===== config.mk =====
export PLATFORM = sky130hd
export DESIGN_NAME = brd_reset_distribution
export DESIGN_NICKNAME = d
export VERILOG_FILES = /design/src/logic/brd_pkg.sv /design/src/logic/brd_reset_distribution.sv
export SDC_FILE = /design/constraint.sdc
export NUM_CORES = 1
export LEC_CHECK = 0
export ABC_AREA = 1
export ABC_CLOCK_PERIOD_IN_PS = 3200
export BUFFER_PORTS_ARGS = -buffer_cell sky130_fd_sc_hd__clkbuf_2
export CAP_MARGIN = 30
export CORE_MARGIN = 2
export CORE_UTILIZATION = 45
export DETAILED_ROUTE_END_ITERATION = 10
export PLACE_DENSITY = 0.7
export SLEW_MARGIN = 20
export SYNTH_ARGS = -nofsm -noshare
export SYNTH_HDL_FRONTEND = slang
export SYNTH_SLANG_ARGS = --single-unit
export TNS_END_PERCENT = 30

===== constraint.sdc =====
create_clock -name sys_clk_i -period 3.2 [get_ports sys_clk_i]
set_clock_uncertainty 0.2 [all_clocks]
set_input_delay 0.48 -clock sys_clk_i [delete_from_list [all_inputs] [get_ports sys_clk_i]]
set_output_delay 0.48 -clock sys_clk_i [all_outputs]
set_load 0.05 [all_outputs]

===== src/logic/brd_pkg.sv =====
// Constants for the board reset distribution block.
// Assumes a single 25 MHz board clock and an AXI4-Lite register port.
`default_nettype none
package brd_pkg;
  localparam int          ADDR_W        = 12;
  localparam int          DATA_W        = 32;
  // Register byte addresses.
  localparam logic [11:0] CTRL_ADDR     = 12'h000;
  localparam logic [11:0] CAUSE_ADDR    = 12'h004;
  localparam logic [11:0] LEVEL_ADDR    = 12'h008;
  // Control register fields and reset value.
  localparam int          CTRL_WD_EN    = 0;
  localparam int          CTRL_VME_EN   = 1;
  localparam logic [1:0]  CTRL_RESET    = 2'h3;
  // Source positions in the synchronised source vector.
  localparam int          SRC_SWITCH    = 0;
  localparam int          SRC_WDOG      = 1;
  localparam int          SRC_ALT       = 2;
  localparam int          SRC_ISAIO     = 3;
  localparam int          SRC_VMEIN     = 4;
  localparam int          SRC_SYSSW     = 5;
  localparam int          SRC_LOCAL     = 6;
  localparam int          SRC_CSR       = 7;
  localparam int          SRC_SYSCTL    = 8;
  localparam int          NSRC          = 9;
  // Cause register: bit 0 is power-on, bits 1..8 are sources 0..7.
  localparam int          NCAUSE        = 9;
  localparam logic [8:0]  CAUSE_RESET   = 9'h001;
  // Domain positions.
  localparam int          DOM_CPU       = 0;
  localparam int          DOM_HB        = 1;
  localparam int          DOM_ISA       = 2;
  localparam int          DOM_VME       = 3;
  localparam int          NDOM          = 4;
  // Minimum hold of a domain reset after its last request.
  localparam int          CLK_MHZ       = 25;
  localparam int          HOLD_NS       = 1000;
  localparam int          HOLD_CYC      = (HOLD_NS * CLK_MHZ + 999) / 1000;
  localparam logic [5:0]  HOLD_LOAD     = 6'(HOLD_CYC);
  localparam logic [1:0]  RESP_OKAY     = 2'h0;
  localparam logic [1:0]  RESP_SLVERR   = 2'h2;
endpackage : brd_pkg
`default_nettype wire


===== src/logic/brd_reset_distribution.sv =====
// Board reset distribution: collects reset sources, drives domain resets.
// Assumes reset pins are asynchronous to sys_clk_i; the AXI4-Lite master
// runs on sys_clk_i. resetn_i is the power-on reset.
//
// How it works
// - Switch resets processor, bridge, ISA, VME if controller.
// - Watchdog asserts VMEbus reset when system controller.
// - Alternate request resets ISA, VME if controller.
// - ISA I/O request resets only ISA devices.
// - System software reset drives VME, not processor.
// - Local or CSR reset: processor, bridge, ISA only.
`default_nettype none
module brd_reset_distribution (
  input  wire logic        sys_clk_i,
  input  wire logic        resetn_i,
  input  wire logic        reset_switch_n_i,
  input  wire logic        watchdog_reset_n_i,
  input  wire logic        alternate_reset_request_i,
  input  wire logic        isa_io_reset_request_i,
  input  wire logic        vme_sysreset_n_i,
  input  wire logic        vme_system_sw_reset_i,
  input  wire logic        vme_local_sw_reset_i,
  input  wire logic        vme_csr_reset_i,
  input  wire logic        system_controller_i,
  output logic             processor_unit_reset_n_o,
  output logic             processor_host_bridge_reset_n_o,
  output logic             isa_reset_n_o,
  output logic             vme_sysreset_o,
  output logic             vme_sysreset_oe_o,
  input  wire logic [11:0] s_axi_awaddr,
  input  wire logic        s_axi_awvalid,
  output logic             s_axi_awready,
  input  wire logic [31:0] s_axi_wdata,
  input  wire logic [3:0]  s_axi_wstrb,
  input  wire logic        s_axi_wvalid,
  output logic             s_axi_wready,
  output logic [1:0]       s_axi_bresp,
  output logic             s_axi_bvalid,
  input  wire logic        s_axi_bready,
  input  wire logic [11:0] s_axi_araddr,
  input  wire logic        s_axi_arvalid,
  output logic             s_axi_arready,
  output logic [31:0]      s_axi_rdata,
  output logic [1:0]       s_axi_rresp,
  output logic             s_axi_rvalid,
  input  wire logic        s_axi_rready
);

  ////////////////////////////////////////////////////////////////////////////
  logic [brd_pkg::NSRC-1:0]   raw;
  logic [brd_pkg::NSRC-1:0]   sync1_reg;
  logic [brd_pkg::NSRC-1:0]   src_reg;
  logic [brd_pkg::NSRC-1:0]   src_d_reg;
  logic [brd_pkg::NDOM-1:0]   req;
  logic [brd_pkg::NDOM-1:0]   rst_n_reg;
  logic [5:0]                 cnt_reg [brd_pkg::NDOM];
  logic                       vme_oe_reg;
  logic [1:0]                 ctrl_reg;
  logic [brd_pkg::NCAUSE-1:0] cause_reg;
  logic [brd_pkg::NCAUSE-1:0] cause_set;
  logic [brd_pkg::NCAUSE-1:0] cause_clr;
  logic                       sysctl;
  logic                       por_reg;

  function automatic logic [5:0] hold_next(input logic r, input logic [5:0] c);
    if (r) begin
      return brd_pkg::HOLD_LOAD;
    end else if (c != 6'h00) begin
      return c - 6'h01;
    end
    return 6'h00;
  endfunction : hold_next

  assign raw = {system_controller_i, vme_csr_reset_i, vme_local_sw_reset_i,
                vme_system_sw_reset_i, ~vme_sysreset_n_i,
                isa_io_reset_request_i, alternate_reset_request_i,
                ~watchdog_reset_n_i, ~reset_switch_n_i};

  // Two flops on every pin before any logic looks at it.
  always_ff @(posedge sys_clk_i or negedge resetn_i) begin
    if (!resetn_i) begin
      sync1_reg <= '0;
      src_reg   <= '0;
      src_d_reg <= '0;
    end else begin
      sync1_reg <= raw;
      src_reg   <= sync1_reg;
      src_d_reg <= src_reg;
    end
  end

  ////////////////////////////////////////////////////////////////////////////
  // Domain request decoding.
  logic sw, wd, alt, isaio, vin, syssw, loc;
  assign sysctl = src_reg[brd_pkg::SRC_SYSCTL] &
                  ctrl_reg[brd_pkg::CTRL_VME_EN];
  assign sw     = src_reg[brd_pkg::SRC_SWITCH];
  assign wd     = src_reg[brd_pkg::SRC_WDOG] & ctrl_reg[brd_pkg::CTRL_WD_EN];
  assign alt    = src_reg[brd_pkg::SRC_ALT];
  assign isaio  = src_reg[brd_pkg::SRC_ISAIO];
  assign vin    = src_reg[brd_pkg::SRC_VMEIN];
  assign syssw  = src_reg[brd_pkg::SRC_SYSSW];
  assign loc    = src_reg[brd_pkg::SRC_LOCAL] | src_reg[brd_pkg::SRC_CSR];

  always_comb begin
    req[brd_pkg::DOM_CPU] = sw | loc;
    req[brd_pkg::DOM_HB]  = sw | loc | vin;
    req[brd_pkg::DOM_ISA] = sw | loc | alt | isaio;
    // The backplane reset is never echoed back, which would latch forever.
    req[brd_pkg::DOM_VME] = sysctl & (sw | wd |
                                      alt | syssw);
  end

  // Each domain stays in reset while asked and for a hold time after.
  always_ff @(posedge sys_clk_i or negedge resetn_i) begin
    if (!resetn_i) begin
      for (int d = 0; d < brd_pkg::NDOM; d++) begin
        cnt_reg[d] <= brd_pkg::HOLD_LOAD;
      end
      rst_n_reg  <= '0;
      vme_oe_reg <= 1'b0;
    end else begin
      for (int d = 0; d < brd_pkg::NDOM; d++) begin
        cnt_reg[d]   <= hold_next(req[d], cnt_reg[d]);
        rst_n_reg[d] <= ~(req[d] | (cnt_reg[d] != 6'h00));
      end
      // After power-on the VME hold runs on every board, but the line is driven only if this board is controller.
      vme_oe_reg <= sysctl & (req[brd_pkg::DOM_VME] |
                    (cnt_reg[brd_pkg::DOM_VME] != 6'h00));
    end
  end

  assign processor_unit_reset_n_o        = rst_n_reg[brd_pkg::DOM_CPU];
  assign processor_host_bridge_reset_n_o = rst_n_reg[brd_pkg::DOM_HB];
  assign isa_reset_n_o                   = rst_n_reg[brd_pkg::DOM_ISA];
  assign vme_sysreset_o                  = rst_n_reg[brd_pkg::DOM_VME];
  assign vme_sysreset_oe_o               = vme_oe_reg;

  ////////////////////////////////////////////////////////////////////////////
  // AXI4-Lite slave. Write address and data are taken in either order.
  logic [11:0] awaddr_reg;
  logic [31:0] wdata_reg;
  logic [3:0]  wstrb_reg;
  logic        do_write;
  // A low ready means its beat is held, so both low with no response pending performs the write.
  assign do_write = ~s_axi_awready & ~s_axi_wready & ~s_axi_bvalid;

  always_ff @(posedge sys_clk_i or negedge resetn_i) begin
    if (!resetn_i) begin
      s_axi_awready <= 1'b1;
      s_axi_wready  <= 1'b1;
      awaddr_reg    <= '0;
      wdata_reg     <= '0;
      wstrb_reg     <= '0;
      s_axi_bvalid  <= 1'b0;
      s_axi_bresp   <= brd_pkg::RESP_OKAY;
    end else begin
      if (s_axi_awvalid && s_axi_awready) begin
        s_axi_awready <= 1'b0;
        awaddr_reg    <= s_axi_awaddr;
      end
      if (s_axi_wvalid && s_axi_wready) begin
        s_axi_wready <= 1'b0;
        wdata_reg    <= s_axi_wdata;
        wstrb_reg    <= s_axi_wstrb;
      end
      if (do_write) begin
        s_axi_bvalid <= 1'b1;
        s_axi_bresp  <= (awaddr_reg == brd_pkg::CTRL_ADDR ||
                         awaddr_reg == brd_pkg::CAUSE_ADDR ||
                         awaddr_reg == brd_pkg::LEVEL_ADDR) ?
                        brd_pkg::RESP_OKAY : brd_pkg::RESP_SLVERR;
      end else if (s_axi_bvalid && s_axi_bready) begin
        s_axi_bvalid  <= 1'b0;
        s_axi_awready <= 1'b1;
        s_axi_wready  <= 1'b1;
      end
    end
  end

  always_ff @(posedge sys_clk_i or negedge resetn_i) begin
    if (!resetn_i) begin
      ctrl_reg <= brd_pkg::CTRL_RESET;
    end else if (do_write && awaddr_reg == brd_pkg::CTRL_ADDR &&
                 wstrb_reg[0]) begin
      ctrl_reg <= wdata_reg[1:0];
    end
  end

  // Cause bits: set on a source's rising edge, write one to clear.
  // A set in the same cycle as its clear wins, so no event is lost.
  assign cause_set = {src_reg[7:0] & ~src_d_reg[7:0], 1'b0};
  assign cause_clr = (do_write && awaddr_reg == brd_pkg::CAUSE_ADDR) ?
                     (wdata_reg[8:0] & {wstrb_reg[1], {8{wstrb_reg[0]}}}) :
                     9'h000;
  always_ff @(posedge sys_clk_i or negedge resetn_i) begin
    if (!resetn_i) begin
      cause_reg <= brd_pkg::CAUSE_RESET;
    end else begin
      cause_reg <= (cause_reg & ~cause_clr) | cause_set;
    end
  end

  // Ready is a flop of its own and always the inverse of rvalid.
  always_ff @(posedge sys_clk_i or negedge resetn_i) begin
    if (!resetn_i) begin
      s_axi_arready <= 1'b1;
      s_axi_rvalid  <= 1'b0;
      s_axi_rdata   <= '0;
      s_axi_rresp   <= brd_pkg::RESP_OKAY;
    end else if (s_axi_arvalid && s_axi_arready) begin
      s_axi_arready <= 1'b0;
      s_axi_rvalid  <= 1'b1;
      s_axi_rresp   <= brd_pkg::RESP_OKAY;
      case (s_axi_araddr)
        brd_pkg::CTRL_ADDR:  s_axi_rdata <= {30'h0, ctrl_reg};
        brd_pkg::CAUSE_ADDR: s_axi_rdata <= {23'h0, cause_reg};
        brd_pkg::LEVEL_ADDR: s_axi_rdata <= {26'h0, vme_oe_reg,
                                             src_reg[brd_pkg::SRC_SYSCTL],
                                             ~rst_n_reg};
        default: begin
          s_axi_rdata <= '0;
          s_axi_rresp <= brd_pkg::RESP_SLVERR;
        end
      endcase
    end else if (s_axi_rready) begin
      s_axi_rvalid  <= 1'b0;
      s_axi_arready <= 1'b1;
    end
  end

  ////////////////////////////////////////////////////////////////////////////
  // Checks.
  always_ff @(posedge sys_clk_i or negedge resetn_i) begin
    if (!resetn_i) begin
      por_reg <= 1'b1;
    end else begin
      por_reg <= 1'b0;
    end
  end

  // Cycles from the eighth held cycle to the release of a domain.
  localparam int HOLD_GAP = brd_pkg::HOLD_CYC - 6;
endmodule : brd_reset_distribution
`default_nettype wire


## Word level (Yosys, flattened, before mapping)

Cells that the tools add are included.

| cells by class | value |
|---|---|
| add/subtract/negate cells | 4 |
| equal/unequal tests | 4 |
| mux-type cells | 36 |
| bitwise operators | 35 |
| reductions and logical operators | 18 |

Operator list:

| operator | count |
|---|---|
| $mux W6 | 12 |
| $pmux W9 S3 | 1 |
| $eq A12 B3 Y1 const B | 2 |
| $eq A12 B4 Y1 const B | 2 |
| $logic_not A12 Y1 | 2 |
| $reduce_bool A6 Y1 | 4 |
| $sub A6 B1 Y6 const B | 4 |
| $mux W1 | 20 |
| $and A9 B9 Y9 | 2 |
| $or A1 B1 Y1 | 12 |
| $not A1 Y1 | 10 |
| $mux W9 | 1 |
| $not A9 Y9 | 1 |
| $or A9 B9 Y9 | 1 |
| $and A8 B8 Y8 | 1 |
| $not A8 Y8 | 1 |
| $logic_and A1 B1 Y1 | 7 |
| $and A1 B1 Y1 | 6 |
| $mux W2 | 2 |
| $not A4 Y4 | 1 |
| $reduce_bool A2 Y1 | 2 |
| $reduce_or A3 Y1 | 1 |
| $logic_or A1 B1 Y1 | 2 |

| word-level totals | value |
|---|---|
| flip-flop bits (word level) | 130 |
| input port bits | 76 |
| output and inout bits | 46 |

## Longest topological paths before layout

| logic depth | value |
|---|---|
| word-level depth | 8 |
| mapped depth | 8 |
| gate-level depth less buffers | 7 |

## Least setup slack after synthesis

OpenSTA, ideal clock, no wires.

| path | value |
|---|---|
| kind | reg2reg |
| start | register s_axi_awready |
| end | register awaddr_reg[10] |
| arrival time | 1.339 ns |
| required time | 2.875 ns |
| slack | 1.536 ns |
| cell stages (with the launch flop) | 4 |
| buffers on the path | 1 |
| cell sequence | dfstp_2 -> nand2_2 -> buf_6 -> mux2_4 |

| on the way | value |
|---|---|
| longest elaborated chain between the ends | 1 |

Ends and longest elaborated chain:

| what | line | RTL |
|---|---|---|
| start, declared | brd_reset_distribution.sv:32 | `output logic s_axi_awready,` |
| start signal, assigned | brd_reset_distribution.sv:150 | `s_axi_awready <= 1'b1;` |
| start signal, assigned | brd_reset_distribution.sv:159 | `s_axi_awready <= 1'b0;` |
| start signal, assigned | brd_reset_distribution.sv:175 | `s_axi_awready <= 1'b1;` |
| $logic_and A1 B1 Y1 | brd_reset_distribution.sv:158 | `if (s_axi_awvalid && s_axi_awready) begin` |
| end signal, assigned | brd_reset_distribution.sv:160 | `awaddr_reg <= s_axi_awaddr;` |
| end, declared | brd_reset_distribution.sv:141 | `logic [11:0] awaddr_reg;` |

No other way between the ends.
A chain may end at the register's enable or synchronous reset.

## Worst setup path in the final report

| path | value |
|---|---|
| start | register s_axi_wready |
| end | output port s_axi_wready |

RTL lines:

| what | line | RTL |
|---|---|---|
| start, declared | brd_reset_distribution.sv:36 | `output logic s_axi_wready,` |
| start signal, assigned | brd_reset_distribution.sv:151 | `s_axi_wready <= 1'b1;` |
| start signal, assigned | brd_reset_distribution.sv:163 | `s_axi_wready <= 1'b0;` |
| start signal, assigned | brd_reset_distribution.sv:176 | `s_axi_wready <= 1'b1;` |

No word-level cell between the ends.

==> metrics <==
# setup viols final=0; TritonRoute pass-1 iters=4; P&R area growth vs syn=13.1%; Worst EP arrival=1.25 ns; area share of and/or/nand/nor cells after synthesis=17.5%; Main synth FF type=dfrtp_1; Die Wd=104 microns; CTS resizes=0; achievable clock frequency=518 MHz; global routing usage on met2=25.9%; max reg flops=24; Setup Buffers After CTS=0; Total GRT Usage=15.7%; unrepaired setup endpoints after global routing=no; DP Worst Slack=1.46 ns; largest net degree at the start of global routing=81; Congestion Overflow GR=0; register area share after synthesis=59.1%; worst setup margin=1.27 ns; PwrDens=630 nW/um^2; CTS sink cnt=105; max cap viols=0; setup_tns=0 ns; Buf/Inv on CP=1; Post-synth top cells=dfrtp_1 (87), nand2_1 (77), nor2_1 (51); Placeable Area=9730 sq um; die height=104 microns; cell with the most instances after synthesis=dfrtp_1; WL/cell=12.0 microns; dominant cells by area after synthesis=dfrtp_1 (49%), dfstp_2 (11%), nand2_1 (6.4%); adder-cell share of the synthesized area=2.23%; final net count=597; max-slew violations=0; outcome=completed; Required @ worst endpoint=2.52 ns; htree depth=3; I/O Buffers=71; Top delay family on crit path=flip-flops; antenna violations before repair=0; fill count=891; vias in the first global route=3069; Initial DRC Count=73; fin crit share=60.3%; Final Wtd Congestion=0.769; Slowest-stage cell, CP=dfstp_2; Post-DRT Antenna Nets=0; largest family of logic cells by synthesized area=simple AND/OR/NAND/NOR gates; minimum clock period=1.93 ns; layout cells sized above 1=27.0%; vias per cell=4.59; post-synth top area share=48.5%; synthesized flop and latch total=105; total number of vias=2991; worst hold path type=input port to register; number of I/O pins=122; Synth warnings=0; Max stage delay on crit path=0.60 ns; die footprint=10800 sq um; Hold Fails Final Rpt=0; crit end category=primary output; Post-Synth XOR/XNOR Area=2.34%; Syn Inst Count=435; row count=36; first-pass GRT wire length=13.8 mm; M3 GR Usage=3.78%; Tot Pwr=3190 uW; clk_lat worst skew=0.36 ns; Synth Area in Compound Gates=5.47%; area leader, netlist=dfrtp_1; Most Crowded Layer GR=met2; leakage power=0.00248 uW; DP Wirelength=5.81 mm; Cell Area, Synth=4480 sq um; Post-synth EDFFs=0; worst-path maximum fanout=4; fraction of registers with async set/reset=100%; diode count=0; cell chosen for the clock root=clkbuf_8; critical-path cell list=clkbuf_2; number of unique standard cell types used by synthesis=35; clk buf depth=2; Post-Syn Area per Cell=10.3 sq um; register clock-pin slew on the reported worst setup and hold paths=0.10 ns; CTS tree=yes; worst vdd ir=246 uV; final wirelength=7.81 mm; Initial Util=46.1%; CTS Buf Count=9; Crit Path Class=register to primary output; grt met1 use=20.1%; startpoint types=register; fraction of synthesized area in multiplexers=4.44%; DRC Markers=0
-- stage by stage --
stage	cell area, sq um	utilization (%)	instances	hold WS (ns)
after floorplan	4570	-	459	-0.0156
after global placement	4880	50.2	634	0.136
after detailed placement	4880	50.2	634	0.135
after CTS	5070	52.1	651	0.00731
after global routing	5070	52.1	651	0.0105
final	5070	52.1	651	0.0202
-- repair_timing --
| item | 4_1_cts | 5_1_grt |
|---|---|---|
| endpoints found under the hold margin | 19 | 0 |
| hold buffers | 1 | 0 |
| setup endpoints to repair | 0 | 0 |
-- routing by layer --
| metal | up-vias | wire, microns |
|---|---|---|
| met1 | 1408 | 3510 |
| met4 | 0 | 141 |
| met5 | - | 0 |
| met3 | 11 | 366 |
| met2 | 85 | 3790 |
| li1 | 1487 | - |
-- power breakdown --
| group | leakage (uW) | total (uW) | internal [uW] | switching, uW |
|---|---|---|---|---|
| registers | 0.00123 | 1740 | 1580 | 160 |
| clock network | 0.0000928 | 759 | 327 | 432 |
| logic | 0.00116 | 697 | 274 | 424 |
| total | 0.00248 | 3190 | 2180 | 1020 |
-- cell type report --
class	count	area, sq um	share of cell area (%)
tap	133	166	3.28
inverter	43	161	3.18
clock buffer	12	155	3.06
sequential	105	2650	52.2
timing repair buffer	73	388	7.64
clock inverter	4	26.3	0.518
multi-input combinational	281	1530	30.1
-- layout by cell type (no fill, tap or decap), types with 2 or more instances in the layout --
cell / instances
dfrtp_1: 87
nand2_1: 77
clkbuf_2: 70
nor2_1: 51
inv_1: 42
conb_1: 25
nand3_1: 24
o21ai_0: 22
dfstp_2: 18
a21oi_1: 17
mux2_2: 15
clkbuf_8: 11
ha_1: 8
xnor2_1: 7
nand2_2: 5
a31oi_1: 5
xor2_1: 5
nor2_2: 3
or2_2: 2
mux2_4: 2
clkinv_2: 2
-- worst paths after layout --
| check | endpoint | from | slack, ns | depth (start not counted) |
|---|---|---|---|---|
| worst max-delay path | s_axi_wready | s_axi_wready$_DFF_PN1_ | 1.27 | 1 |
| min in group asynchronous | awaddr_reg[6]$_DFFE_PN0P_ | resetn_i | 0.35 | 2 |
| worst max register to register | s_axi_rdata[5]$_DFFE_PN0P_ | s_axi_arready$_DFFE_PN1P_ | 1.51 | 6 |
| worst min register to register | src_reg[1]$_DFF_PN0_ | sync1_reg[1]$_DFF_PN0_ | 0.15 | 0 |
| max in group asynchronous | cause_reg[0]$_DFF_PN1_ | resetn_i | 1.67 | 3 |
| worst min-delay path | sync1_reg[8]$_DFF_PN0_ | system_controller_i | 0.02 | 1 |
-- kinds of logic after synthesis --
kind of cell	after synthesis
simple gates	173
flops	105
buf+inv	73
compound gates	46
mux	17
xor+xnor	12
fa+ha+maj	8
other cells	1
Note: power is estimated with default switching activity, not from simulation.
